==> config.mk <==
export PLATFORM = sky130hd
export DESIGN_NAME = integration_test_output_regs
export DESIGN_NICKNAME = d
export VERILOG_FILES = /design/src/integration_test_output_regs.v
export VERILOG_INCLUDE_DIRS = /design/src /design/src/src
export SDC_FILE = /design/constraint.sdc
export NUM_CORES = 1
export LEC_CHECK = 0
export BUFFER_PORTS_ARGS = -buffer_cell sky130_fd_sc_hd__clkbuf_2
export CORE_AREA = 2 2 162 164
export CTS_CLUSTER_DIAMETER = 40
export DETAILED_ROUTE_END_ITERATION = 10
export DIE_AREA = 0 0 164 166
export GPL_TIMING_DRIVEN = 0
export PLACE_DENSITY = 0.68
export SLEW_MARGIN = 15
export SYNTH_ARGS = -nofsm -noshare
export SYNTH_HDL_FRONTEND = slang
export SYNTH_SLANG_ARGS = --single-unit
==> constraint.sdc <==
create_clock -name clk_sys_in -period 5.1 [get_ports clk_sys_in]
set_clock_uncertainty 0.2 [all_clocks]
set_input_delay 0 -clock clk_sys_in [delete_from_list [all_inputs] [get_ports clk_sys_in]]
set_output_delay 0 -clock clk_sys_in [all_outputs]
set_load 0.1 [all_outputs]
==> src/itop_defines.vh <==
// Operation
// - global output holds 7-bit RAM data [22:16]
// - RAM data active only RAM mode, control-unit
// - stage-2-only maps to word bits 97:91
// - full translation maps to word bits 129:123
// - direction bit picks RAM read or write
// - bit 9 drives secure global fault irq
// - bit 1 drives nonsecure global fault irq
// - RAM mode zero: index is interrupt control
// - control-unit RAM mode: index gives way/index
// - buffer-unit RAM mode: index gives RAM index
// - index bit n drives unit n perf irq
// - control bit 0 selects integration mode
// - control bit 1 RAM mode, resets zero
// - control bit 2: zero reads, one writes
// - control bit 3: control or buffer unit
`ifndef ITOP_DEFINES_VH
`define ITOP_DEFINES_VH

// register byte offsets
`define ITOP_CTRL_ADDR 12'h000
`define ITOP_GLBL_ADDR 12'h004
`define ITOP_INDEX_ADDR 12'h008
`define ITOP_STAT_ADDR 12'h00c
`define ITOP_MASK_ADDR 12'h010

// integration control fields
`define ITOP_CTRL_INTG 0
`define ITOP_CTRL_RAM 1
`define ITOP_CTRL_DIR 2
`define ITOP_CTRL_MOD 3
`define ITOP_CTRL_ACC_HI 8
`define ITOP_CTRL_ACC_LO 4
`define ITOP_CTRL_MASK 32'h000001ff

// global output fields
`define ITOP_GLBL_DATA_HI 22
`define ITOP_GLBL_DATA_LO 16
`define ITOP_GLBL_SFI 9
`define ITOP_GLBL_NSFI 1

// RAM word geometry
`define ITOP_WORD_S2_TOP 97
`define ITOP_WORD_FULL_TOP 129

// status bits
`define ITOP_STAT_RD 0
`define ITOP_STAT_WR 1
`define ITOP_STAT_W 2

// reset values
`define ITOP_RST_ZERO 32'h00000000

`endif

==> src/integration_test_output_regs.v <==
// Our own choices: the APB slave port and the register addresses.
`include "itop_defines.vh"
`default_nettype none

module integration_test_output_regs #(
    parameter NUM_UNITS = 32,
    parameter NESTED = 1,
    parameter WORD_W = 130
)(
    input wire clk_sys_in,
    input wire rst_in,
    input wire ce_in,
    input wire psel_in,
    input wire penable_in,
    input wire pwrite_in,
    input wire [11:0] paddr_in,
    input wire [31:0] pwdata_in,
    output reg [31:0] prdata_out,
    output reg pready_out,
    output reg pslverr_out,
    input wire ram_rvalid_in,
    input wire [WORD_W-1:0] ram_rdata_in,
    output reg ram_req_out,
    output reg ram_write_out,
    output reg ram_unit_sel_out,
    output reg [4:0] ram_access_out,
    output reg [31:0] ram_index_out,
    output reg [WORD_W-1:0] ram_wdata_out,
    output reg secure_global_fault_irq_out,
    output reg nonsecure_global_fault_irq_out,
    output reg [NUM_UNITS-1:0] perf_irq_out,
    output reg irq_out
);

    // top bit of the data field in the selected RAM word
    localparam TOP = NESTED ? `ITOP_WORD_FULL_TOP : `ITOP_WORD_S2_TOP;
    // data field width, fixed at seven bits in every configuration
    localparam FW = `ITOP_GLBL_DATA_HI - `ITOP_GLBL_DATA_LO + 1;
    localparam SW = `ITOP_STAT_W;

    // access sequencer states
    localparam ST_IDLE = 2'd0;
    localparam ST_WAIT = 2'd1;

    // software-visible state and sequencer
    reg [8:0] integration_control;
    reg [FW-1:0] control_unit_ram_top_bits;
    reg global_secure_fault_irq_drive;
    reg global_nonsecure_fault_irq_drive;
    reg [31:0] integration_perf_interrupt_index;
    reg [SW-1:0] irq_status;
    reg [SW-1:0] irq_mask;
    reg [1:0] state;

    // decoded control fields and bus qualifiers
    wire integration_mode_enable;
    wire ram_mode;
    wire ram_dir_write;
    wire ram_module;
    wire cu_ram_sel;
    wire access;
    wire wr_en;
    wire rd_en;
    wire launch;
    wire read_done;
    wire write_done;
    wire [SW-1:0] events;
    wire [SW-1:0] next_status;
    wire [NUM_UNITS-1:0] next_perf;
    reg [31:0] rd_mux;
    reg rd_hit;

    // register address hits
    wire hit_ctrl;
    wire hit_glbl;
    wire hit_index;
    wire hit_stat;
    wire hit_mask;

    // control fields decoded once for the rest of the block
    assign integration_mode_enable = integration_control[`ITOP_CTRL_INTG];
    assign ram_mode = integration_control[`ITOP_CTRL_RAM];
    assign ram_dir_write = integration_control[`ITOP_CTRL_DIR];
    assign ram_module = integration_control[`ITOP_CTRL_MOD];
    assign cu_ram_sel = ram_mode & ~ram_module;

    // one decode per register, used by the control, global, index and mask writes
    assign hit_ctrl = (paddr_in == `ITOP_CTRL_ADDR);
    assign hit_glbl = (paddr_in == `ITOP_GLBL_ADDR);
    assign hit_index = (paddr_in == `ITOP_INDEX_ADDR);
    assign hit_stat = (paddr_in == `ITOP_STAT_ADDR);
    assign hit_mask = (paddr_in == `ITOP_MASK_ADDR);

    // access phase completes on the cycle pready is raised
    assign access = psel_in & penable_in & ~pready_out;
    assign wr_en = ce_in & access & pwrite_in;
    assign rd_en = ce_in & access & ~pwrite_in;

    // a RAM test access starts on a write to the index register
    assign launch = wr_en & hit_index & ram_mode & integration_mode_enable
        & (state == ST_IDLE);
    assign read_done = (state == ST_WAIT) & ram_rvalid_in & ~ram_write_out;
    assign write_done = (state == ST_WAIT) & ram_write_out;
    assign events = {write_done, read_done};

    // set wins over a software clear in the same cycle
    assign next_status = (wr_en && paddr_in == `ITOP_STAT_ADDR) ?
        ((irq_status & ~pwdata_in[SW-1:0]) | events) : (irq_status | events);

    // interrupt layout only outside RAM mode
    assign next_perf = (integration_mode_enable & ~ram_mode) ?
        integration_perf_interrupt_index[NUM_UNITS-1:0] : {NUM_UNITS{1'b0}};

    // read mux, reserved bits forced to zero
    always @*
    begin
        rd_mux = `ITOP_RST_ZERO;
        rd_hit = 1'b1;
        case (paddr_in)
            `ITOP_CTRL_ADDR:
                rd_mux[8:0] = integration_control;
            `ITOP_GLBL_ADDR:
            begin
                rd_mux[`ITOP_GLBL_DATA_HI:`ITOP_GLBL_DATA_LO] = control_unit_ram_top_bits;
                rd_mux[`ITOP_GLBL_SFI] = global_secure_fault_irq_drive;
                rd_mux[`ITOP_GLBL_NSFI] = global_nonsecure_fault_irq_drive;
            end
            `ITOP_INDEX_ADDR:
                rd_mux = integration_perf_interrupt_index;
            `ITOP_STAT_ADDR:
                rd_mux[SW-1:0] = irq_status;
            `ITOP_MASK_ADDR:
                rd_mux[SW-1:0] = irq_mask;
            default:
                rd_hit = 1'b0;
        endcase
    end

    // apb answer: one wait state, pready in the second access cycle
    always @(posedge clk_sys_in or posedge rst_in)
    begin
        if (rst_in)
        begin
            pready_out <= 1'b0;
            pslverr_out <= 1'b0;
        end
        else if (ce_in)
        begin
            pready_out <= access;
            pslverr_out <= access & ~rd_hit;
        end
    end

    // read data holds until the next read, so a late sampler still sees it
    always @(posedge clk_sys_in or posedge rst_in)
    begin
        if (rst_in)
        begin
            prdata_out <= 32'h00000000;
        end
        else if (ce_in && rd_en)
        begin
            prdata_out <= rd_mux;
        end
    end

    // integration control; bits above 8 are reserved and dropped
    always @(posedge clk_sys_in or posedge rst_in)
    begin
        if (rst_in)
        begin
            integration_control <= 9'h000;
        end
        else if (wr_en && hit_ctrl)
        begin
            integration_control <= pwdata_in[8:0];
        end
    end

    // global fault drives; they reach the pins only in integration mode
    always @(posedge clk_sys_in or posedge rst_in)
    begin
        if (rst_in)
        begin
            global_secure_fault_irq_drive <= 1'b0;
            global_nonsecure_fault_irq_drive <= 1'b0;
        end
        else if (wr_en && hit_glbl)
        begin
            global_secure_fault_irq_drive <= pwdata_in[`ITOP_GLBL_SFI];
            global_nonsecure_fault_irq_drive <= pwdata_in[`ITOP_GLBL_NSFI];
        end
    end

    // index word; its meaning depends on the RAM mode and module bits
    always @(posedge clk_sys_in or posedge rst_in)
    begin
        if (rst_in)
        begin
            integration_perf_interrupt_index <= 32'h00000000;
        end
        else if (wr_en && hit_index)
        begin
            integration_perf_interrupt_index <= pwdata_in;
        end
    end

    // interrupt mask, same layout as the status register
    always @(posedge clk_sys_in or posedge rst_in)
    begin
        if (rst_in)
        begin
            irq_mask <= {SW{1'b0}};
        end
        else if (wr_en && hit_mask)
        begin
            irq_mask <= pwdata_in[SW-1:0];
        end
    end

    // data field: software write, or load from a finished RAM read
    always @(posedge clk_sys_in or posedge rst_in)
    begin
        if (rst_in)
        begin
            control_unit_ram_top_bits <= {FW{1'b0}};
        end
        else if (ce_in)
        begin
            if (read_done && !ram_unit_sel_out)
            begin
                control_unit_ram_top_bits <= ram_rdata_in[TOP:TOP-FW+1];
            end
            else if (wr_en && paddr_in == `ITOP_GLBL_ADDR)
            begin
                control_unit_ram_top_bits <= pwdata_in[`ITOP_GLBL_DATA_HI:`ITOP_GLBL_DATA_LO];
            end
        end
    end

    // RAM test access sequencer; a write completes in one cycle,
    // a read waits for ram_rvalid_in with no timeout
    always @(posedge clk_sys_in or posedge rst_in)
    begin
        if (rst_in)
        begin
            state <= ST_IDLE;
            ram_req_out <= 1'b0;
            ram_write_out <= 1'b0;
            ram_unit_sel_out <= 1'b0;
            ram_access_out <= 5'h00;
            ram_index_out <= 32'h00000000;
            ram_wdata_out <= {WORD_W{1'b0}};
        end
        else if (ce_in)
        begin
            case (state)
                ST_IDLE:
                begin
                    ram_req_out <= 1'b0;
                    if (launch)
                    begin
                        state <= ST_WAIT;
                        ram_req_out <= 1'b1;
                        ram_write_out <= ram_dir_write;
                        ram_unit_sel_out <= ram_module;
                        ram_access_out <= integration_control[`ITOP_CTRL_ACC_HI:`ITOP_CTRL_ACC_LO];
                        ram_index_out <= pwdata_in;
                        ram_wdata_out <= {WORD_W{1'b0}};
                        if (cu_ram_sel)
                        begin
                            // only the top bits are reachable from here
                            ram_wdata_out[TOP:TOP-FW+1] <= control_unit_ram_top_bits;
                        end
                    end
                end
                ST_WAIT:
                begin
                    ram_req_out <= 1'b0;
                    if (write_done || read_done)
                    begin
                        state <= ST_IDLE;
                    end
                end
                default:
                    state <= ST_IDLE;
            endcase
        end
    end

    // sticky status; a same-cycle clear loses to the event
    always @(posedge clk_sys_in or posedge rst_in)
    begin
        if (rst_in)
        begin
            irq_status <= {SW{1'b0}};
        end
        else if (ce_in)
        begin
            irq_status <= next_status;
        end
    end

    // level interrupt from next_status, so it rises with the status bit
    always @(posedge clk_sys_in or posedge rst_in)
    begin
        if (rst_in)
        begin
            irq_out <= 1'b0;
        end
        else if (ce_in)
        begin
            irq_out <= |(next_status & irq_mask);
        end
    end

    // global fault pins, forced low outside integration mode
    always @(posedge clk_sys_in or posedge rst_in)
    begin
        if (rst_in)
        begin
            secure_global_fault_irq_out <= 1'b0;
            nonsecure_global_fault_irq_out <= 1'b0;
        end
        else if (ce_in)
        begin
            secure_global_fault_irq_out <= integration_mode_enable & global_secure_fault_irq_drive;
            nonsecure_global_fault_irq_out <= integration_mode_enable & global_nonsecure_fault_irq_drive;
        end
    end

    // per-unit perf pins, registered to keep outputs glitch free
    always @(posedge clk_sys_in or posedge rst_in)
    begin
        if (rst_in)
        begin
            perf_irq_out <= {NUM_UNITS{1'b0}};
        end
        else if (ce_in)
        begin
            perf_irq_out <= next_perf;
        end
    end

endmodule

`default_nettype wire

; ---- After elaboration in Yosys (flattened, before gate mapping)
; Cells that the tools add are included.
[op_classes]
eq_ne = 7
reduce_logical = 19
muxes = 18
n_bitwise = 28
[op_table]
columns = operator, count
row1 = $mux W32, 1
row2 = $pmux W7 S2, 2
row3 = $eq A12 B4 Y1 const B, 2
row4 = $mux W7, 3
row5 = $and A1 B1 Y1, 17
row6 = $eq A12 B3 Y1 const B, 1
row7 = $eq A12 B5 Y1 const B, 1
row8 = $logic_not A12 Y1, 1
row9 = $mux W9, 1
row10 = $logic_and A1 B1 Y1, 7
row11 = $mux W2, 3
row12 = $mux W6, 1
row13 = $not A1 Y1, 6
row14 = $reduce_and A3 Y1, 2
row15 = $pmux W1 S5, 1
row16 = $reduce_or A5 Y1, 1
row17 = $and A2 B2 Y2, 2
row18 = $or A2 B2 Y2, 2
row19 = $pmux W1 S2, 2
row20 = $pmux W1 S4, 1
row21 = $pmux W2 S2, 1
row22 = $reduce_and A2 Y1, 2
row23 = $reduce_bool A2 Y1, 2
row24 = $eq A2 B1 Y1 const B, 1
row25 = 8 further kinds, 9
[word_totals]
out_inout_bits = 239
regBits = 172
input_bits = 181

; ---- Depth between registers and ports, before layout
; Gate-level depths: netlist of the first run.
[depth]
ltp_word = 10
ltp_mapped = 7

; ---- Least setup slack after synthesis of the first run
; OpenSTA, ideal clock, no wires.
[synth_timing]
path_kind = register to register
from = reg pready_out
to = reg ram_access_out[0]
path_stages_with_launch = 6
path_buffers = 1
path_slack_ns = 2.440
setup_ns = 0.125
t_required_ns = 4.775
t_arrival_ns = 2.334
synth_period_minus_slack_ns = 2.660
path_cell_list = dfrtp_1 and4b_1 nand2_1 nor4_4 buf_6 mux2_2
[synth_via]
elab_chain_len = 9
[synth_lines]
columns = element, line
row1 = start: declaration, integration_test_output_regs.v:19  ; output reg pready_out,
row2 = start signal: assignment, integration_test_output_regs.v:149  ; pready_out <= access;
row3 = $not A1 Y1, integration_test_output_regs.v:95  ; assign access = psel_in & penable_in & ~pready_out;
row4 = $and A1 B1 Y1, integration_test_output_regs.v:95
row5 = $and A1 B1 Y1 (2 in a row), integration_test_output_regs.v:96  ; assign wr_en = ce_in & access & pwrite_in;
row6 = $and A1 B1 Y1 (3 in a row), integration_test_output_regs.v:100  ; assign launch = wr_en & hit_index & ram_mode & integration_mode_enable
row7 = $and A1 B1 Y1, integration_test_output_regs.v:101  ; & (state == ST_IDLE);
row8 = $reduce_and A3 Y1 (no line), --
row9 = end signal: assignment, integration_test_output_regs.v:267  ; ram_access_out <= integration_control[`ITOP_CTRL_ACC_HI:`ITOP_CTRL_ACC_LO];
row10 = end: declaration, integration_test_output_regs.v:26  ; output reg [4:0] ram_access_out,
; Every way passes these cells.
; A chain may end at the register's enable or synchronous reset.

; ---- Final worst setup path of the first run
[layout_timing]
from = in paddr_in[4]
to = reg ram_index_out[22]
[layout_via]
elab_chain_len = 6
[layout_lines]
columns = element, line
row1 = start: declaration, integration_test_output_regs.v:16  ; input wire [11:0] paddr_in,
row2 = $eq A12 B4 Y1, --
row3 = $and A1 B1 Y1 (3 in a row), integration_test_output_regs.v:100
row4 = $and A1 B1 Y1, integration_test_output_regs.v:101
row5 = $reduce_and A3 Y1 (no line), --
row6 = end signal: assignment, integration_test_output_regs.v:268  ; ram_index_out <= pwdata_in;
row7 = end: declaration, integration_test_output_regs.v:27  ; output reg [31:0] ram_index_out,
; Every way passes these cells.

==> results.md, run 1 <==
- Commonest non-fill, non-tap cells in the layout: 171 x dfrtp_1, 171 x clkbuf_2, 123 x buf_4, 123 x conb_1, 81 x mux2_2
- LEAKAGE: 5.77 nW
- RSZ-0062 raised after global routing: no
- Largest net degree at the start of global routing: 112
- Hold WC Path Type: input port to flip-flop
- Worst-path cell chain: dlygate4sd3_1, buf_6, nor4_4, nand3b_2, nor4_4, buf_6, mux2_2
- TNS Setup: 0 ps
- Final ANT Viol Nets: 0
- Yosys cell types: 40
- Input/output buffers: 171
- CP Data Arrival Time: 2900 ps
- Core Area: 25600 sq um
- Die Y: 166 um
- Die W: 164 um
- Initial drt markers: 280
- Register area share after synthesis: 55.5%
- Drt drc: 0
- Crit Path Class: input port to flip-flop
- Vias: 5788
- Crit path max fanout: 10
- Comb pwr share: 21.6%
- Final slew viol count: 0
- Final Wtd Congestion: 0.777
- Final setup margin: 2300 ps
- Max Fclk: 0.357 GHz
- Layout cells sized above 1: 43.1%
- Syn Std Cell Area: 7700 sq um
- Slew HR: 29.8%
- Crit-path slowest cell: nor4_4
- Final period util: 54.9%
- Final WL: 22.8 mm
- EDFF count, synth: 0
- CP required: 5200 ps
- Max-capacitance violation count: 0
- Worst-Skew Late Latency: 420 ps
- Ys flop type: dfrtp_1
- Initial core utilization: 30.1%
- Antenna cells: 0
- Clock share of power: 37.8%
- # rows: 59
- Endpoints failing hold: 0
- Ys async rst share: 100%
- Clk slew on worst S/H paths: 70 ps
- Tot GR Track Use: 16.8%
- Post-CTS Setup Repair Bufs: 0
- Outcome: finished clean
- Clock tree sinks: 171
- Die area: 27200 sq um
- Num CTS Buffers: 17
- Vias in the first global route: 5688
- Reg power frac: 40.6%
- Routed length per instance: 16.8 um
- Synthesized area per cell: 12.1 sq um
- Antenna violations before repair: 0
- H-tree depth: 4
- Pre-CTS setup slack: 2170 ps
- YS warnings: 0
- Critical Path Source Type: input port
- Crit end category: flip-flop
- CTS tree: yes
- HPWL after DPL: 16.5 mm
- Syn-to-layout area delta: 37.5%
- Filler Cells Inserted: 2503
- Max VDD drop: 0.223 mV
- Setup violations, final: 0
- Nets@finish: 1185
- Internal power: 2.20 mW
- Total grt overflow: 0
- Final min period: 2800 ps
- Number of synthesized register bits: 171
- First-pass detailed-route iteration total: 4
- Max clock buf depth: 2
- First-pass GRT wire length: 34.4 mm
- Vias per Instance: 4.28
- Slew @ Worst Pin: 1050 ps
- Synth Instances: 636
- Sw frac: 35.2%
- Sw Pwr: 1.20 mW
- Boundary pin count: 420
- Clock Tree Root: clkbuf_16
- Pwr per Cell Area: 321 nW/um^2
- Crit-path max cell delay: 930 ps
-- through the flow --
| stage | instances | instance area [sq um] | util (%) | hold WS, ps | power (mW) |
|---|---|---|---|---|---|
| after floorplan | 758 | 8160 | - | -65.3 | 2.02 |
| after global placement | 1264 | 9440 | 36.8 | 49.4 | 2.10 |
| after detailed placement | 1265 | 9470 | 37.0 | -119 | 2.10 |
| after CTS | 1352 | 10600 | 41.4 | 63.3 | 3.43 |
| after global routing | 1352 | 10600 | 41.4 | 106 | 3.53 |
| final | 1352 | 10600 | 41.4 | 96.3 | 3.40 |
-- layout make-up --
class	instances	area (sq um)	share of cell area [%]
Inverter	12	52.6	0.496
Timing Repair Buffer	227	1430	13.5
Sequential cell	171	4280	40.4
Multi-Input combinational cell	423	2760	26.1
Buffer	152	1080	10.2
Tap cell	335	419	3.96
Clock buffer	19	443	4.18
Clock inverter	13	130	1.23
-- power groups by stage --
| stage | combinational, mW | sequential [mW] | clock (mW) |
|---|---|---|---|
| 2_1_floorplan | 0.515 | 1.51 | 0 |
| 3_3_place_gp | 0.693 | 1.40 | 0 |
| 3_5_place_dp | 0.698 | 1.40 | 0 |
| 4_1_cts | 0.731 | 1.38 | 1.32 |
| 5_1_grt | 0.762 | 1.38 | 1.38 |
| 6_report | 0.734 | 1.38 | 1.29 |
-- Yosys cell counts, types with 2 or more instances --
library cell	count	area share, %
a21o_1	3	0.29
a21oi_1	3	0.19
a221oi_1	7	0.80
a22o_1	32	3.6
a22oi_1	9	0.88
a31oi_1	2	0.16
buf_2	5	0.32
buf_4	123	12
buf_6	5	0.73
clkbuf_1	19	0.93
dfrtp_1	171	56
inv_1	11	0.54
mux2_1	4	0.58
mux2_2	81	12
nand2_1	47	2.3
nand3_1	24	1.6
nand3b_1	3	0.29
nand4_1	3	0.24
nor2_1	24	1.2
nor2b_1	4	0.32
nor4_4	3	0.83
o21a_1	2	0.19
o21ai_0	19	1.2
o21ai_1	2	0.13
o221a_2	7	1.0
o31ai_1	2	0.19
or2_2	8	0.65
-- per-layer routing --
metal / vias up / track usage, % / share of wire, %
met1: 2806 / 21.1 / 41
met2: 255 / 28.6 / 49
met5: - / 0 / 0
met3: 23 / 4.90 / 8.7
li1: 2704 / - / -
met4: 0 / 3.85 / 1.4
-- worst paths after layout --
kind,start,endpoint,slack [ps],depth (start not counted)
worst max-delay path,paddr_in[4],ram_index_out[22]$_DFFE_PP0P_,2300,7
worst min-delay path,paddr_in[0],irq_mask[0]$_DFFE_PP0P_,100,5
worst max register to register,pready_out$_DFFE_PP0P_,ram_index_out[22]$_DFFE_PP0P_,2400,5
worst min register to register,prdata_out[29]$_DFFE_PP0P_,prdata_out[29]$_DFFE_PP0P_,270,2
max in group asynchronous,rst_in,integration_perf_interrupt_index[9]$_DFFE_PP0N_,3180,5
min in group asynchronous,rst_in,perf_irq_out[19]$_DFFE_PP0P_,580,4
-- sequential cells by signal, summed over array words and instances (netlist names), 2 cells and up --
signal	count
integration_perf_interrupt_index	32
perf_irq_out	32
prdata_out	32
ram_index_out	32
integration_control	9
control_unit_ram_top_bits	7
ram_wdata_out	7
ram_access_out	5
irq_mask	2
irq_status	2
-- worst max-delay path, delay by kind of cell --
kind | cells | cell delay, ps
buffers and inverters | 3 | 1000
muxes | 1 | 350
and+or+nand+nor | 3 | 1530
-- logic make-up (layout without fill, tap and decap cells) --
kind of cell / count (synthesis) / in the layout / share of synthesized area, %
other: 1 / 123 / 0.0487
buffers and inverters: 164 / 423 / 14.6
muxes: 86 / 86 / 12.7
DFF: 171 / 171 / 55.5
and+or+nand+nor: 124 / 124 / 8.15
AOI/OAI and AO/OA: 90 / 90 / 8.98
-- repair_timing --
action,4_1_cts,5_1_grt
resized for setup,0,0
hold buffers,55,0
hold endpoints to repair,274,0
setup endpoints to repair,0,0
Note: power is estimated with default switching activity, not from simulation.
==> inputs of run 2 (changes only) <==
--- a/config.mk
+++ b/config.mk
@@ -6,13 +6,14 @@
 export SDC_FILE = /design/constraint.sdc
 export NUM_CORES = 1
 export LEC_CHECK = 0
+export ABC_AREA = 1
 export BUFFER_PORTS_ARGS = -buffer_cell sky130_fd_sc_hd__clkbuf_2
-export CORE_AREA = 2 2 162 164
+export CORE_AREA = 2 2 165 167
 export CTS_CLUSTER_DIAMETER = 40
 export DETAILED_ROUTE_END_ITERATION = 10
-export DIE_AREA = 0 0 164 166
+export DIE_AREA = 0 0 167 169
 export GPL_TIMING_DRIVEN = 0
-export PLACE_DENSITY = 0.68
+export PLACE_DENSITY = 0.65
 export SLEW_MARGIN = 15
 export SYNTH_ARGS = -nofsm -noshare
 export SYNTH_HDL_FRONTEND = slang
==> constraint.sdc (replaced) <==
create_clock -name clk_sys_in -period 2.7 [get_ports clk_sys_in]
set_clock_uncertainty 0.2 [all_clocks]
set_input_delay 0 -clock clk_sys_in [delete_from_list [all_inputs] [get_ports clk_sys_in]]
set_output_delay 0 -clock clk_sys_in [all_outputs]
set_load 0.1 [all_outputs]
==> run 2 against run 1 <==
Against the previous run: combinational power grew 150%; sequential power grew 98%; global-route usage grew 0.88 points; area after synthesis grew 3.6%; power grew 110%; critical endpoint is now prdata_out[26]$_DFFE_PP0P_; sequential share of layout area shrank 1.5 points; final area grew 3.9%; largest cell class unchanged; via count grew 20%; critical path type unchanged; clock power grew 98%; wire length grew 9.8%; register-to-register slack lost 2200 ps; worst hold slack lost 67 ps.
==> results.md, run 2 <==
- Num CTS Buffers: 17 (unchanged)
- LEAKAGE: 6.09 nW (+5.5%)
- Tot GR Track Use: 17.7% (+0.88 points)
- Critical path buffer and inverter count: 6 (+3)
- Largest net degree at the start of global routing: 37 (-67%)
- Antenna violations before repair: 2 (+2)
- Yosys cell types: 32 (-20%)
- Post-Place Cell Area: 9830 sq um (+3.8%)
- Total grt overflow: 0 (unchanged)
- Pwr per Cell Area: 647 nW/um^2 (+100%)
- Crit-path slowest cell: dlygate4sd3_1
- Clk slew on worst S/H paths: 60 ps (about the same)
- Slew HR: 47.1% (+17 points)
- Critical Path Source Type: input port
- Core Area: 26500 sq um (+3.5%)
- Input/output buffers: 172 (+0.58%)
- Outcome: finished clean
- Most common cell after layout, fill and taps aside: nand2_1
- CTS tree: yes
- Die W: 167 um (+1.8%)
- Drt drc: 0 (unchanged)
- HPWL after DPL: 18.6 mm (+12%)
- Synth Instances: 914 (+44%)
- Clock Tree Root: clkbuf_16
- Worst-path cell chain: dlygate4sd3_1, clkbuf_2, nand2_1, dlygate4sd3_1, nor2_1, nand2_2, inv_1, buf_4, buf_2, nand3_1, nand2_1
- Multi-input gate area: 2760 sq um (-0.18%)
- Layout cells sized above 1: 27.6% (-15 points)
- Final period util: 93.1%
- Final WL: 25.0 mm (+9.8%)
- Slew @ Worst Pin: 794 ps (-251 ps)
- Final slew viol count: 0 (unchanged)
- Boundary pin count: 420 (unchanged)
- Top post-synthesis cells by area: dfrtp_1 54%, buf_4 12%, nand2_1 12%
- Cell with the most instances after synthesis: nand2_1
- Final ANT Viol Nets: 0 (unchanged)
- Worst-Skew Late Latency: 420 ps (about the same)
- Most common library cells after synthesis: 250 x nand2_1, 171 x dfrtp_1, 125 x buf_4
- RSZ-0062 raised after global routing: no
- Reg2reg start: pready_out$_DFFE_PP0P_
- Synthesized area per cell: 8.73 sq um (-28%)
- CP required: 2860 ps (-2340 ps)
- Crit Path Class: input port to flip-flop
- Max-capacitance violation count: 0 (unchanged)
- Die Y: 169 um (+1.8%)
- Routed length per instance: 15.2 um (-9.7%)
- Nets@finish: 1470 (+24%)
- CP Depth: 11 (+4)
- Hold Path End: irq_status[0]$_DFFE_PP0P_
- Vias in the first global route: 6592 (+16%)
- Max Fclk: 0.398 GHz
- Clock tree sinks: 171 (unchanged)
- Pre-CTS setup slack: 483 ps (-1690 ps)
- Final min period: 2510 ps
- TNS Setup: 0 ps (unchanged)
- Vias: 6951 (+20%)
- Number of synthesized register bits: 171 (unchanged)
- Max clock buf depth: 2 (unchanged)
- Hold WC Path Type: input port to flip-flop
- Syn-to-layout area delta: 38.0%
- Setup violations, final: 0 (unchanged)
- Filler Cells Inserted: 2642 (+5.6%)
- Register area share after synthesis: 53.6% (-1.9 points)
- Syn Std Cell Area: 7980 sq um (+3.6%)
- Hold Slack: 29.7 ps (-66.6 ps)
- Synth top area share: 53.6% (-1.9 points)
- Endpoints failing hold: 0 (unchanged)
- Post-synth top area cell: dfrtp_1
- YS warnings: 0 (unchanged)
- Die area: 28200 sq um (+3.7%)
- Area occupied by registers: 4280 sq um (unchanged)
- Initial core utilization: 30.1% (+0.030 points)
- Crit end category: flip-flop
- First-pass detailed-route iteration total: 5 (+1)
- Crit-path max cell delay: 600 ps (-330 ps)
- Reg2Reg Depth: 8 (+3)
- Cells on Worst Hold Path: 8 (+3)
- CP Data Arrival Time: 2670 ps (-230 ps)
- First-pass GRT wire length: 38.2 mm (+11%)
- Initial drt markers: 528 (+89%)
- RR Endpoint: control_unit_ram_top_bits[5]$_DFFE_PP0P_
- Ys flop type: dfrtp_1
- Crit-path leading delay family: buffers and inverters
- Final setup margin: 187 ps (-2110 ps)
- Vias per Instance: 4.23 (-1.3%)
- Worst hold start: paddr_in[11]
- Commonest non-fill, non-tap cells in the layout: 249 x nand2_1, 172 x clkbuf_2, 171 x dfrtp_1
- EDFF count, synth: 0 (unchanged)
- H-tree depth: 4 (unchanged)
- Ys async rst share: 100% (unchanged)
- Final Wtd Congestion: 0.789 (+1.5%)
- Reg-to-reg slack, setup: 210 ps (-2190 ps)
- # rows: 60 (+1.7%)
- Post-route cell area: 11000 sq um (+3.9%)
- Max VDD drop: 0.333 mV (+49%)
- Crit path max fanout: 10 (unchanged)
[run 2: kinds of logic (layout without fill, tap and decap cells)]
logic type             after synthesis  count (layout)  synth area share (%)
and+or+nand+nor                    354             354                  18.6
buffers and inverters              243             509                  17.6
DFF                                171             171                  53.6
AOI/OAI and AO/OA                  145             145                  10.2
other                                1             125                0.0470
[run 2: worst max path at each step]
stage | start | to
after floorplan | rst_in | control_unit_ram_top_bits[0]$_DFFE_PP0P_
after global placement | rst_in | perf_irq_out[15]$_DFFE_PP0P_
after detailed placement | pready_out$_DFFE_PP0P_ | prdata_out[26]$_DFFE_PP0P_
after CTS | penable_in | prdata_out[26]$_DFFE_PP0P_
after global routing | pready_out$_DFFE_PP0P_ | control_unit_ram_top_bits[2]$_DFFE_PP0P_
final | penable_in | prdata_out[26]$_DFFE_PP0P_
[run 2: area by class of cell]
class,instances,area share (%)
diodes,2,0.0454
clock inverters,12,1.48
multi-input cells,622,25.0
clock buffers,20,4.06
flip-flops and latches,171,38.9
well taps,341,3.87
inverters,80,2.76
plain buffers,162,9.97
repair buffers,235,13.9
[run 2: stage by stage]
| step | utilization, % | total power [mW] | std cells |
|---|---|---|---|
| floorplan | - | 4.31 | 1036 |
| global placement | 36.7 | 4.52 | 1549 |
| detailed placement | 37.1 | 4.55 | 1554 |
| CTS | 41.5 | 7.19 | 1641 |
| global route | 41.6 | 7.40 | 1645 |
| finish | 41.6 | 7.12 | 1645 |
[run 2: worst min-delay path, cell delays in order]
cell,delay (ps)
clkbuf_2,80
inv_1,40
nand2_1,50
nor2_1,100
nand4_1,120
nand3b_1,100
nand2_1,60
o21ai_0,60
[run 2: repair_timing]
action	CTS	global route
hold endpoints to repair	263	0
endpoints found under the setup margin	0	26
hold buffers	55	0
resized for setup	0	1
buffers inserted	0	3
[run 2: power breakdown]
part           total (mW)  leakage, nW  switching, mW  internal (mW)
sequential           2.73         2.34         0.0651           2.67
combinational        1.83         3.46           1.49          0.346
clock                2.55        0.292           1.06           1.50
[run 2: metal layers]
| metal | vias up | GRT usage (%) | share of wire, % |
|---|---|---|---|
| met1 | 3244 | 23.3 | 43 |
| li1 | 3413 | - | - |
| met5 | - | 0 | 0 |
| met4 | 0 | 4.20 | 1.5 |
| met3 | 27 | 5.17 | 7.6 |
| met2 | 267 | 28.9 | 48 |
